`src/core/bdr_defs.svh`:
```
`ifndef BDR_DEFS_SVH
`define BDR_DEFS_SVH
// Notes on behaviour
// - Startup duty is (n+1) sixteenths of full drive; field resets to 0111.
// - Startup electrical rate is (n+1) times 2 Hz; field resets to 0011.
// - Speed loop integral gain is scaled by two to the power n minus 7.
// - Speed output pin carries electrical rate at 0, commutation rate at 1.
// - Maximum electrical rate is (2^(8+n) - 1) times 0.1 Hz; resets to 101.
// - Commutation is advanced by n steps of 1.875 electrical degrees.
// - Two-bit mode picks indirect duty, direct duty, current or speed loop.
// - Unmasked faults are always reported; motor stops on them only if halt bit set.
// - Serial duty is 7 plus 3n percent; zero selects measured input duty.
// - Automatic restart after sync loss is permitted only when bit is 1.
// - Braking while the drive input is inactive only when brake bit is 1.
// - Commutation steps 1 to 6 forward at 0, 6 down to 1 at 1.
// - Run 0 disables outputs and coasts; run 1 starts and runs; resets to 1.
// - Ten mask bits, one per fault detector; 1 disables it; reset 0.
// - Report word: bit 15 summary, 14 power-on, 13 serial error, faults below.

// Clock and rate constants.
`define BDR_CLK_HZ          10000000
`define BDR_START_STEP_HZ   2
`define BDR_MAX_STEP_DHZ    1
`define BDR_START_MOD       (`BDR_CLK_HZ / `BDR_START_STEP_HZ)
`define BDR_MAX_MOD         (`BDR_CLK_HZ * 10 / `BDR_MAX_STEP_DHZ)

// Register addresses.
`define BDR_ADDR_STARTUP    4'h0
`define BDR_ADDR_LIMITS     4'h1
`define BDR_ADDR_RUN        4'h2
`define BDR_ADDR_MASK       4'h3
`define BDR_ADDR_REPORT     4'h4
`define BDR_ADDR_IRQ_STAT   4'h5
`define BDR_ADDR_IRQ_EN     4'h6
`define BDR_ADDR_IRQ_CLR    4'h7

// Reset values and writable bits.
`define BDR_STARTUP_RST     16'h0773
`define BDR_LIMITS_RST      16'h0758
`define BDR_RUN_RST         16'h0009
`define BDR_CFG_BITS        16'h0fff
`define BDR_FAULT_BITS      16'h0ebf
`define BDR_REPORT_RST      16'hc000

// Field positions.
`define BDR_SS_LSB          0
`define BDR_SDUTY_LSB       4
`define BDR_SP_LSB          8
`define BDR_LEAD_LSB        0
`define BDR_MAXR_LSB        4
`define BDR_SOSEL_BIT       7
`define BDR_SI_LSB          8
`define BDR_RUN_BIT         0
`define BDR_DIR_BIT         1
`define BDR_BRAKE_BIT       2
`define BDR_RESTART_BIT     3
`define BDR_DUTY_LSB        4
`define BDR_HALT_BIT        9
`define BDR_MODE_LSB        10
`define BDR_SUM_BIT         15
`define BDR_POR_BIT         14
`define BDR_SERR_BIT        13
`define BDR_GAIN_BIAS       5'd7
`define BDR_DUTY_BASE       7'd7
`define BDR_DUTY_STEP       7'd3

// Interrupt status bits.
`define BDR_IRQ_FAULT       0
`define BDR_IRQ_SERR        1
`define BDR_IRQ_HALT        2
`define BDR_IRQ_W           3
`endif

```
`src/core/bdr_pkg.sv`:
```
package bdr_pkg;

  // Motor control modes held in the run register.
  typedef enum logic [1:0] {
    BDR_MODE_INDIRECT_DUTY,
    BDR_MODE_DIRECT_DUTY,
    BDR_MODE_CURRENT_LOOP,
    BDR_MODE_SPEED_LOOP
  } bdr_mode_type;

  // Raw fault detector outputs, most significant report bit first.
  typedef struct packed {
    logic temp_warning;
    logic overtemp_shutdown;
    logic sync_lost;
    logic supply_undervolt;
    logic phase_a_upper_fault;
    logic phase_a_lower_fault;
    logic phase_b_upper_fault;
    logic phase_b_lower_fault;
    logic phase_c_upper_fault;
    logic phase_c_lower_fault;
  } bdr_fault_type;

  // Settings handed to the motor control logic.
  typedef struct packed {
    bdr_mode_type control_mode_sel;
    logic [4:0]   startup_duty;
    logic [3:0]   phase_lead;
    logic [4:0]   prop_gain_shift;
    logic [4:0]   integ_gain_shift;
    logic [6:0]   duty_cmd_pct;
    logic         auto_restart;
    logic         brake_active;
    logic         motor_enable;
  } bdr_motor_cmd_type;

endpackage

```
`src/core/bdr_sync.sv`:
```
module bdr_sync #(
  parameter int W = 1
) (
  // Clock and reset.
  input  wire logic         core_clk,
  input  wire logic         rst,
  // Asynchronous level in, synchronised level out.
  input  wire logic [W-1:0] async_in,
  output logic      [W-1:0] sync_out
);

  logic [W-1:0] meta_reg;

  // Two stages; only the second stage reads the first.
  always_ff @(posedge core_clk or posedge rst) begin
    if (rst) begin
      meta_reg <= '0;
      sync_out <= '0;
    end else begin
      meta_reg <= async_in;
      sync_out <= meta_reg;
    end
  end

endmodule

```
`src/core/bdr_rate_div.sv`:
```
module bdr_rate_div #(
  parameter int INC_W = 16,
  parameter int MOD   = 5000000
) (
  // Clock and reset.
  input  wire logic             core_clk,
  input  wire logic             rst,
  // Increment per clock; tick rate is clock times inc over MOD.
  input  wire logic [INC_W-1:0] inc,
  output logic                  tick
);

  localparam int ACC_W = $clog2(MOD) + 2;

  logic [ACC_W-1:0] acc_reg;
  logic [ACC_W-1:0] sum;

  // Phase accumulator gives exact average rates without a divider.
  assign sum = acc_reg + ACC_W'(inc);

  always_ff @(posedge core_clk or posedge rst) begin
    if (rst) begin
      acc_reg <= '0;
      tick    <= 1'b0;
    end else if (sum >= ACC_W'(MOD)) begin
      acc_reg <= sum - ACC_W'(MOD);
      tick    <= 1'b1;
    end else begin
      acc_reg <= sum;
      tick    <= 1'b0;
    end
  end

endmodule

```
`src/core/bdr_regs.sv`:
```
`include "bdr_defs.svh"

module bdr_regs #(
  parameter int START_MOD = `BDR_START_MOD,
  parameter int MAX_MOD   = `BDR_MAX_MOD
) (
  // Clock and reset.
  input  wire logic                       core_clk,
  input  wire logic                       rst,
  // Register port.
  input  wire logic [3:0]                 reg_addr,
  input  wire logic [15:0]                reg_wdata,
  input  wire logic                       reg_wr,
  input  wire logic                       reg_rd,
  output logic      [15:0]                reg_rdata,
  // Events from the serial front end and the motor logic.
  input  wire logic                       serial_error,
  input  wire logic                       commutate_step,
  input  wire logic                       pwm_active,
  input  wire logic [6:0]                 pwm_duty_pct,
  input  wire logic                       electrical_freq_signal,
  input  wire logic                       commutation_freq_signal,
  // Fault detectors, asynchronous to the core clock.
  input  wire bdr_pkg::bdr_fault_type     fault_raw,
  // Outputs to the drive stage.
  output bdr_pkg::bdr_motor_cmd_type      motor_cmd,
  output logic [2:0]                      commutation_state,
  output logic                            startup_tick,
  output logic                            max_rate_tick,
  output logic                            speed_out_pin,
  output logic                            irq
);
  import bdr_pkg::*;

  typedef enum logic [2:0] {
    COMM_S1, COMM_S2, COMM_S3, COMM_S4, COMM_S5, COMM_S6
  } bdr_comm_type;

  logic [15:0]          startup_reg;
  logic [15:0]          limits_reg;
  logic [15:0]          run_reg;
  logic [15:0]          mask_reg;
  logic [15:0]          report_reg;
  logic [15:0]          report_next;
  logic [15:0]          reg_rdata_next;
  logic [`BDR_IRQ_W-1:0] irq_stat_reg;
  logic [`BDR_IRQ_W-1:0] irq_en_reg;
  logic [`BDR_IRQ_W-1:0] irq_event;
  logic                 halt_reg;
  bdr_comm_type         comm_reg;
  bdr_comm_type         comm_next;
  bdr_fault_type        fault_sync;
  logic [15:0]          fault_word;
  logic [15:0]          fault_live;
  logic                 new_fault;
  logic                 report_rd;
  logic                 stopped;
  logic [4:0]           start_inc;
  logic [15:0]          max_inc;
  logic [2:0]           max_code;
  logic [4:0]           duty_code;

  // Place the fault struct at its report and mask bit positions.
  function automatic logic [15:0] place_faults(input bdr_fault_type f);
    logic [15:0] w;
    w     = 16'h0000;
    w[11] = f.temp_warning;
    w[10] = f.overtemp_shutdown;
    w[9]  = f.sync_lost;
    w[7]  = f.supply_undervolt;
    w[5]  = f.phase_a_upper_fault;
    w[4]  = f.phase_a_lower_fault;
    w[3]  = f.phase_b_upper_fault;
    w[2]  = f.phase_b_lower_fault;
    w[1]  = f.phase_c_upper_fault;
    w[0]  = f.phase_c_lower_fault;
    return w;
  endfunction

  // Fault comparators are analog, so they cross two flip-flops first.
  bdr_sync #(
    .W($bits(bdr_fault_type))
  ) u_fault_sync (
    .core_clk (core_clk),
    .rst      (rst),
    .async_in (fault_raw),
    .sync_out (fault_sync)
  );

  // Detectors whose mask bit is set are ignored entirely.
  assign fault_word = place_faults(fault_sync);
  assign fault_live = fault_word & ~mask_reg & `BDR_FAULT_BITS;
  assign new_fault  = |(fault_live & ~report_reg);
  assign report_rd  = reg_rd && (reg_addr == `BDR_ADDR_REPORT);

  // Configuration registers; bits above the fields read as zero.
  always_ff @(posedge core_clk or posedge rst) begin
    if (rst) begin
      startup_reg <= `BDR_STARTUP_RST;
      limits_reg  <= `BDR_LIMITS_RST;
    end else if (reg_wr) begin
      if (reg_addr == `BDR_ADDR_STARTUP) begin
        startup_reg <= reg_wdata & `BDR_CFG_BITS;
      end else if (reg_addr == `BDR_ADDR_LIMITS) begin
        limits_reg <= reg_wdata & `BDR_CFG_BITS;
      end
    end
  end

  // Run register; run and restart come up set so the motor starts alone.
  always_ff @(posedge core_clk or posedge rst) begin
    if (rst) begin
      run_reg <= `BDR_RUN_RST;
    end else if (reg_wr && reg_addr == `BDR_ADDR_RUN) begin
      run_reg <= reg_wdata & `BDR_CFG_BITS;
    end
  end

  // Fault mask register.
  always_ff @(posedge core_clk or posedge rst) begin
    if (rst) begin
      mask_reg <= 16'h0000;
    end else if (reg_wr && reg_addr == `BDR_ADDR_MASK) begin
      mask_reg <= reg_wdata & `BDR_FAULT_BITS;
    end
  end

  // Report flags are sticky and clear when the report is read. A flag that
  // is still active, or an error arriving in the read cycle, survives the
  // clear, so no event is lost between read and clear.
  always_comb begin
    report_next = report_reg;
    if (report_rd) begin
      report_next = 16'h0000;
    end
    report_next                = report_next | fault_live;
    report_next[`BDR_SERR_BIT] = report_next[`BDR_SERR_BIT] | serial_error;
    report_next[`BDR_SUM_BIT]  = |report_next[14:0];
  end

  always_ff @(posedge core_clk or posedge rst) begin
    if (rst) begin
      report_reg <= `BDR_REPORT_RST;
    end else begin
      report_reg <= report_next;
    end
  end

  // Halt on fault latches the stop until the report is read and clean, or until the halt bit is cleared.
  always_ff @(posedge core_clk or posedge rst) begin
    if (rst) begin
      halt_reg <= 1'b0;
    end else if (run_reg[`BDR_HALT_BIT] && |fault_live) begin
      halt_reg <= 1'b1;
    end else if (report_rd || !run_reg[`BDR_HALT_BIT]) begin
      halt_reg <= 1'b0;
    end
  end

  assign stopped = !run_reg[`BDR_RUN_BIT] || halt_reg;

  // Interrupt events: new fault, serial error, and a stop caused by a fault.
  assign irq_event[`BDR_IRQ_FAULT] = new_fault;
  assign irq_event[`BDR_IRQ_SERR]  = serial_error;
  assign irq_event[`BDR_IRQ_HALT]  = run_reg[`BDR_HALT_BIT] && |fault_live && !halt_reg;

  // Sticky status; a set in the clearing cycle wins over the clear.
  always_ff @(posedge core_clk or posedge rst) begin
    if (rst) begin
      irq_stat_reg <= '0;
    end else if (reg_wr && reg_addr == `BDR_ADDR_IRQ_CLR) begin
      irq_stat_reg <= (irq_stat_reg & ~reg_wdata[`BDR_IRQ_W-1:0]) | irq_event;
    end else begin
      irq_stat_reg <= irq_stat_reg | irq_event;
    end
  end

  always_ff @(posedge core_clk or posedge rst) begin
    if (rst) begin
      irq_en_reg <= '0;
    end else if (reg_wr && reg_addr == `BDR_ADDR_IRQ_EN) begin
      irq_en_reg <= reg_wdata[`BDR_IRQ_W-1:0];
    end
  end

  assign irq = |(irq_stat_reg & irq_en_reg);

  // Read data are captured one cycle after the strobe; unmapped reads zero.
  always_comb begin
    reg_rdata_next = 16'h0000;
    if (reg_addr == `BDR_ADDR_STARTUP) begin
      reg_rdata_next = startup_reg;
    end else if (reg_addr == `BDR_ADDR_LIMITS) begin
      reg_rdata_next = limits_reg;
    end else if (reg_addr == `BDR_ADDR_RUN) begin
      reg_rdata_next = run_reg;
    end else if (reg_addr == `BDR_ADDR_MASK) begin
      reg_rdata_next = mask_reg;
    end else if (reg_addr == `BDR_ADDR_REPORT) begin
      reg_rdata_next = report_reg;
    end else if (reg_addr == `BDR_ADDR_IRQ_STAT) begin
      reg_rdata_next = {{(16 - `BDR_IRQ_W){1'b0}}, irq_stat_reg};
    end else if (reg_addr == `BDR_ADDR_IRQ_EN) begin
      reg_rdata_next = {{(16 - `BDR_IRQ_W){1'b0}}, irq_en_reg};
    end
  end

  always_ff @(posedge core_clk or posedge rst) begin
    if (rst) begin
      reg_rdata <= 16'h0000;
    end else if (reg_rd) begin
      reg_rdata <= reg_rdata_next;
    end else begin
      reg_rdata <= 16'h0000;
    end
  end

  // Rate generators: start rate in 2 Hz steps, ceiling in 0.1 Hz steps.
  assign start_inc = {1'b0, startup_reg[`BDR_SS_LSB +: 4]} + 5'd1;
  assign max_code  = limits_reg[`BDR_MAXR_LSB +: 3];
  assign max_inc   = 16'(16'h0100 << max_code) - 16'h0001;

  bdr_rate_div #(
    .INC_W (5),
    .MOD   (START_MOD)
  ) u_start_rate (
    .core_clk (core_clk),
    .rst      (rst),
    .inc      (start_inc),
    .tick     (startup_tick)
  );

  bdr_rate_div #(
    .INC_W (16),
    .MOD   (MAX_MOD)
  ) u_max_rate (
    .core_clk (core_clk),
    .rst      (rst),
    .inc      (max_inc),
    .tick     (max_rate_tick)
  );

  // Commutation sequence; held while stopped so the motor coasts.
  always_comb begin
    comm_next = comm_reg;
    if (commutate_step && !stopped) begin
      case (comm_reg)
        COMM_S1: comm_next = run_reg[`BDR_DIR_BIT] ? COMM_S6 : COMM_S2;
        COMM_S2: comm_next = run_reg[`BDR_DIR_BIT] ? COMM_S1 : COMM_S3;
        COMM_S3: comm_next = run_reg[`BDR_DIR_BIT] ? COMM_S2 : COMM_S4;
        COMM_S4: comm_next = run_reg[`BDR_DIR_BIT] ? COMM_S3 : COMM_S5;
        COMM_S5: comm_next = run_reg[`BDR_DIR_BIT] ? COMM_S4 : COMM_S6;
        COMM_S6: comm_next = run_reg[`BDR_DIR_BIT] ? COMM_S5 : COMM_S1;
        default: comm_next = COMM_S1;
      endcase
    end
  end

  always_ff @(posedge core_clk or posedge rst) begin
    if (rst) begin
      comm_reg <= COMM_S1;
    end else begin
      comm_reg <= comm_next;
    end
  end

  // States are reported as 1 to 6.
  always_ff @(posedge core_clk or posedge rst) begin
    if (rst) begin
      commutation_state <= 3'h1;
    end else begin
      commutation_state <= 3'(comm_next) + 3'h1;
    end
  end

  // Speed output follows the selected rate signal.
  always_ff @(posedge core_clk or posedge rst) begin
    if (rst) begin
      speed_out_pin <= 1'b0;
    end else if (limits_reg[`BDR_SOSEL_BIT]) begin
      speed_out_pin <= commutation_freq_signal;
    end else begin
      speed_out_pin <= electrical_freq_signal;
    end
  end

  assign duty_code = run_reg[`BDR_DUTY_LSB +: 5];

  // Decoded settings for the drive logic, all from flip-flops.
  always_ff @(posedge core_clk or posedge rst) begin
    if (rst) begin
      motor_cmd <= '0;
    end else begin
      motor_cmd.control_mode_sel <= bdr_mode_type'(run_reg[`BDR_MODE_LSB +: 2]);
      motor_cmd.startup_duty     <= {1'b0, startup_reg[`BDR_SDUTY_LSB +: 4]} + 5'd1;
      motor_cmd.phase_lead       <= limits_reg[`BDR_LEAD_LSB +: 4];
      motor_cmd.prop_gain_shift  <= {1'b0, startup_reg[`BDR_SP_LSB +: 4]} - `BDR_GAIN_BIAS;
      motor_cmd.integ_gain_shift <= {1'b0, limits_reg[`BDR_SI_LSB +: 4]} - `BDR_GAIN_BIAS;
      if (duty_code == 5'd0) begin
        motor_cmd.duty_cmd_pct <= pwm_duty_pct;
      end else begin
        motor_cmd.duty_cmd_pct <= `BDR_DUTY_BASE + 7'(duty_code) * `BDR_DUTY_STEP;
      end
      motor_cmd.auto_restart <= run_reg[`BDR_RESTART_BIT];
      motor_cmd.brake_active <= run_reg[`BDR_BRAKE_BIT] && !pwm_active && !stopped;
      motor_cmd.motor_enable <= !stopped;
    end
  end

endmodule

```
`config.mk`:
```
export PLATFORM = sky130hd
export DESIGN_NAME = bdr_regs
export DESIGN_NICKNAME = d
export VERILOG_FILES = /design/src/core/bdr_pkg.sv /design/src/core/bdr_sync.sv /design/src/core/bdr_rate_div.sv /design/src/core/bdr_regs.sv
export VERILOG_INCLUDE_DIRS = /design/src /design/src/core
export SDC_FILE = /design/constraint.sdc
export NUM_CORES = 1
export LEC_CHECK = 0
export BUFFER_PORTS_ARGS = -buffer_cell sky130_fd_sc_hd__buf_2
export CORE_MARGIN = 5
export CORE_UTILIZATION = 45
export DETAILED_ROUTE_END_ITERATION = 8
export PLACE_DENSITY_LB_ADDON = 0.25
export SYNTH_ARGS = -nofsm -noshare
export SYNTH_HDL_FRONTEND = slang
export SYNTH_SLANG_ARGS = --single-unit
```
`constraint.sdc`:
```
create_clock -name core_clk -period 7.6 [get_ports core_clk]
set_input_delay 1.14 -clock core_clk [delete_from_list [all_inputs] [get_ports core_clk]]
set_output_delay 1.14 -clock core_clk [all_outputs]
set_load 0.02 [all_outputs]
```
==> results.md <==
- Status: completed
- Setup bufs post-CTS: 0
- M2 GR Usage: 0.305
- Max reg flops: 31
- Fmax: 212 MHz
- Floorplan core area: 23200 um2
- Final Max Slew Viols: 0
- Netlist cell types: 86
- Clock network fraction of total power: 0.239
- Worst-Skew Late Latency: 0.44 ns
- Via count: 8019
- Resized cells post-CTS: 0
- Syn nets: 1116
- Design area: 11800 um2
- Total iterations of the first detailed-routing run: 7
- DRT iter0 DRCs: 543
- # clock sinks: 199
- Avg Inst Size Synth: 10.1 um2
- First-pass GRT wire length: 39900 um
- Hold Buf Count CTS: 0
- Top cells by area, synth: dfrtp_1, dfstp_2, mux2_2, ha_1, nand2_1
- Worst-path clk slew: 0.07 ns
- H-tree Lvls: 4
- Critical Path RT: 7.96 ns
- Rel. slew slack: 0.274
- Max Cap Violations: 0
- Mapped Cells: 1036
- Sw Pwr: 1510 uW
- Reg power frac: 0.383
- Area leader, netlist: dfrtp_1
- Combinational share of power: 0.377
- Placed inst area: 11200 um2
- Leakage: 0.00519 uW
- Row Count: 56
- Per-cell routed wire length: 16.7 um
- GRT met3 Usage: 0.0359
- Routability cong.: 0.862
- Worst path max stage delay: 0.59 ns
- Total grt overflow: 0
- GRT Max-Usage Layer: met2
- Critical Path Start Type: flop
- Total GRT Usage: 0.185
- Worst Hold Class: flop to flop
- Most numerous cell in the Yosys netlist: dfrtp_1
- Biggest fanout along the worst timing path: 21
- Int Pwr: 2330 uW
- Port Buf Inserts: 95
- Final wirelength: 24200 um
- Setup-failing EPs final: 0
- Commonest cells in the netlist: dfrtp_1, nand2_1, nor2_1, a21oi_1, inv_1
- Die area: 26500 um2
- Hold Vio Cnt, Final: 0
- Vias in the first global route: 7867
- EDFF count, synth: 0
- RSZ-0062 raised after global routing: no
- Yosys warns: 0
- Cts bufs inserted: 17
- Worst-path cell chain: a21o_1 > ha_1 > nand2_1 > a311oi_1 > o21ai_0 > a2bb2oi_1 > o2111ai_1 > a311oi_2 > nand4bb_1 > nand3_2 > nand4b_1 > xnor2_1
- Worst setup EP type: flop
- Slew @ Worst Pin: 1.08 ns
- NumNets Final: 1195
- Vias per cell: 5.54
- Initial Utilization: 0.453
- Yosys reg bits: 199
- Kind of critical path: flop to flop
- FFs w/ async S/R, synth: 1.00
- M1 GR Usage: 0.248
- Root buffer cell: clkbuf_16
- P&R area growth vs syn: 12.8%
- CTS tree: built
- VDD IR-drop max: 0.154 mV
- Max clock buf depth: 2
- Post-DP HPWL: 17400 um
- Final Skew: 0.0114 ns
- Fraction of layout cells with a size suffix above 1: 0.199
- Die H: 163 um
- Final ANT Viol Nets: 0
- Pin count of the biggest net entering global routing: 127
- Initial antenna violation count: 0
- Inserted Diodes: 0
- Pwr Density: 324 nW/um2
- Synthesized cell area: 10500 um2
- Top-area cell type share of the netlist area: 0.429
- Crit path DAT: 5.07 ns
- Residual DRC count: 0
- Top FF cell, synth: dfrtp_1
- Tmin final: 4.71 ns
- Top-Level Pins: 100
- Seq/Total Area, Yosys: 0.476
- Die X: 163 um
- Ratio of final minimum period to clock period: 0.619
- Total negative slack: 0 ns
- Switching share of power: 0.392
- Slowest CP cell: a311oi_1
layer usage:
metal	vias to the layer above	share of wire	routed length, um
met5	-	0	0
met4	0	0.022	537
met3	40	0.045	1090
met2	229	0.47	11400
met1	3867	0.46	11100
li1	3883	-	-
cell usage in the layout, fill, tap and decap left out, types with 9 or more instances in the layout:
cell type  instances
a211oi_1          21
a21o_1            14
a21oi_1           61
a31oi_1           11
and2_1            16
buf_2             95
clkbuf_16         17
dfrtp_1          180
dfstp_2           19
ha_1              33
inv_1             47
mux2_2            43
mux2i_1            9
nand2_1          101
nand2b_1          23
nand3_1           26
nand4_1           16
nor2_1            64
nor2b_1           10
nor3_1            25
nor4_1            12
o21ai_0           30
o22ai_1           15
o31ai_1           15
or3_1             11
xnor2_1           36
xor2_1            38
cell families after synthesis:
logic type / count (synthesis) / synth area share
adder cells (fa/ha/maj): 34 / 0.0412
flip-flops: 199 / 0.476
multiplexers: 52 / 0.0547
AO/OA/AOI/OAI: 237 / 0.156
buffers and inverters: 86 / 0.0331
AND/OR/NAND/NOR: 352 / 0.174
XOR/XNOR: 75 / 0.0643
other: 1 / 0.000357
power groups by stage:
| stage | registers, uW | logic [uW] | clock network [uW] |
|---|---|---|---|
| floorplan | 1500 | 1050 | 0 |
| global placement | 1490 | 1410 | 0 |
| detailed placement | 1490 | 1430 | 0 |
| CTS | 1470 | 1450 | 942 |
| global route | 1500 | 1600 | 991 |
| finish | 1470 | 1450 | 919 |
worst paths after layout:
path / cells past startpoint / slack (ns) / endpoint / start
worst max-delay path: 12 / 2.89 / u_max_rate.acc_reg[12]$_DFF_PP0_ / limits_reg[5]$_DFFE_PP0P_
worst min-delay path: 0 / 0.35 / u_fault_sync.sync_out[2]$_DFF_PP0_ / u_fault_sync.meta_reg[2]$_DFF_PP0_
worst max register to register: 12 / 2.89 / u_max_rate.acc_reg[12]$_DFF_PP0_ / limits_reg[5]$_DFFE_PP0P_
worst min register to register: 0 / 0.35 / u_fault_sync.sync_out[2]$_DFF_PP0_ / u_fault_sync.meta_reg[2]$_DFF_PP0_
max in group asynchronous: 3 / 5.24 / motor_cmd[15]$_DFF_PP0_ / rst
min in group asynchronous: 2 / 0.82 / u_max_rate.acc_reg[22]$_DFF_PP0_ / rst
area by class of cell:
cell class / count / area (um2)
repair buffers: 97 / 490
multi-input cells: 751 / 5150
inverters: 49 / 191
flip-flops and latches: 199 / 5000
fillers: 2144 / 11300
well taps: 319 / 399
clock inverters: 14 / 175
clock buffers: 18 / 429
worst max-delay path, delay by kind of cell (launching register included):
kind / cells / cell delay [ns]
AOI/OAI and AO/OA: 6 / 2.29
and+or+nand+nor: 4 / 1.17
adders and majority gates: 1 / 0.56
DFF: 1 / 0.45
xor gates and xnor gates: 1 / 0.13
stage by stage:
| stage | instances | worst slack [ns] | total power (uW) | util | hold WS, ns |
|---|---|---|---|---|---|
| after floorplan | 1036 | 1.07 | 2560 | - | 0.331 |
| after global placement | 1415 | 3.07 | 2900 | 0.485 | 0.337 |
| after detailed placement | 1415 | 3.05 | 2920 | 0.485 | 0.336 |
| after CTS | 1447 | 2.97 | 3860 | 0.511 | 0.352 |
| after global routing | 1447 | 2.60 | 4100 | 0.511 | 0.353 |
| final | 1447 | 2.89 | 3840 | 0.511 | 0.351 |
No activity file was read; power rests on OpenSTA's default activity.
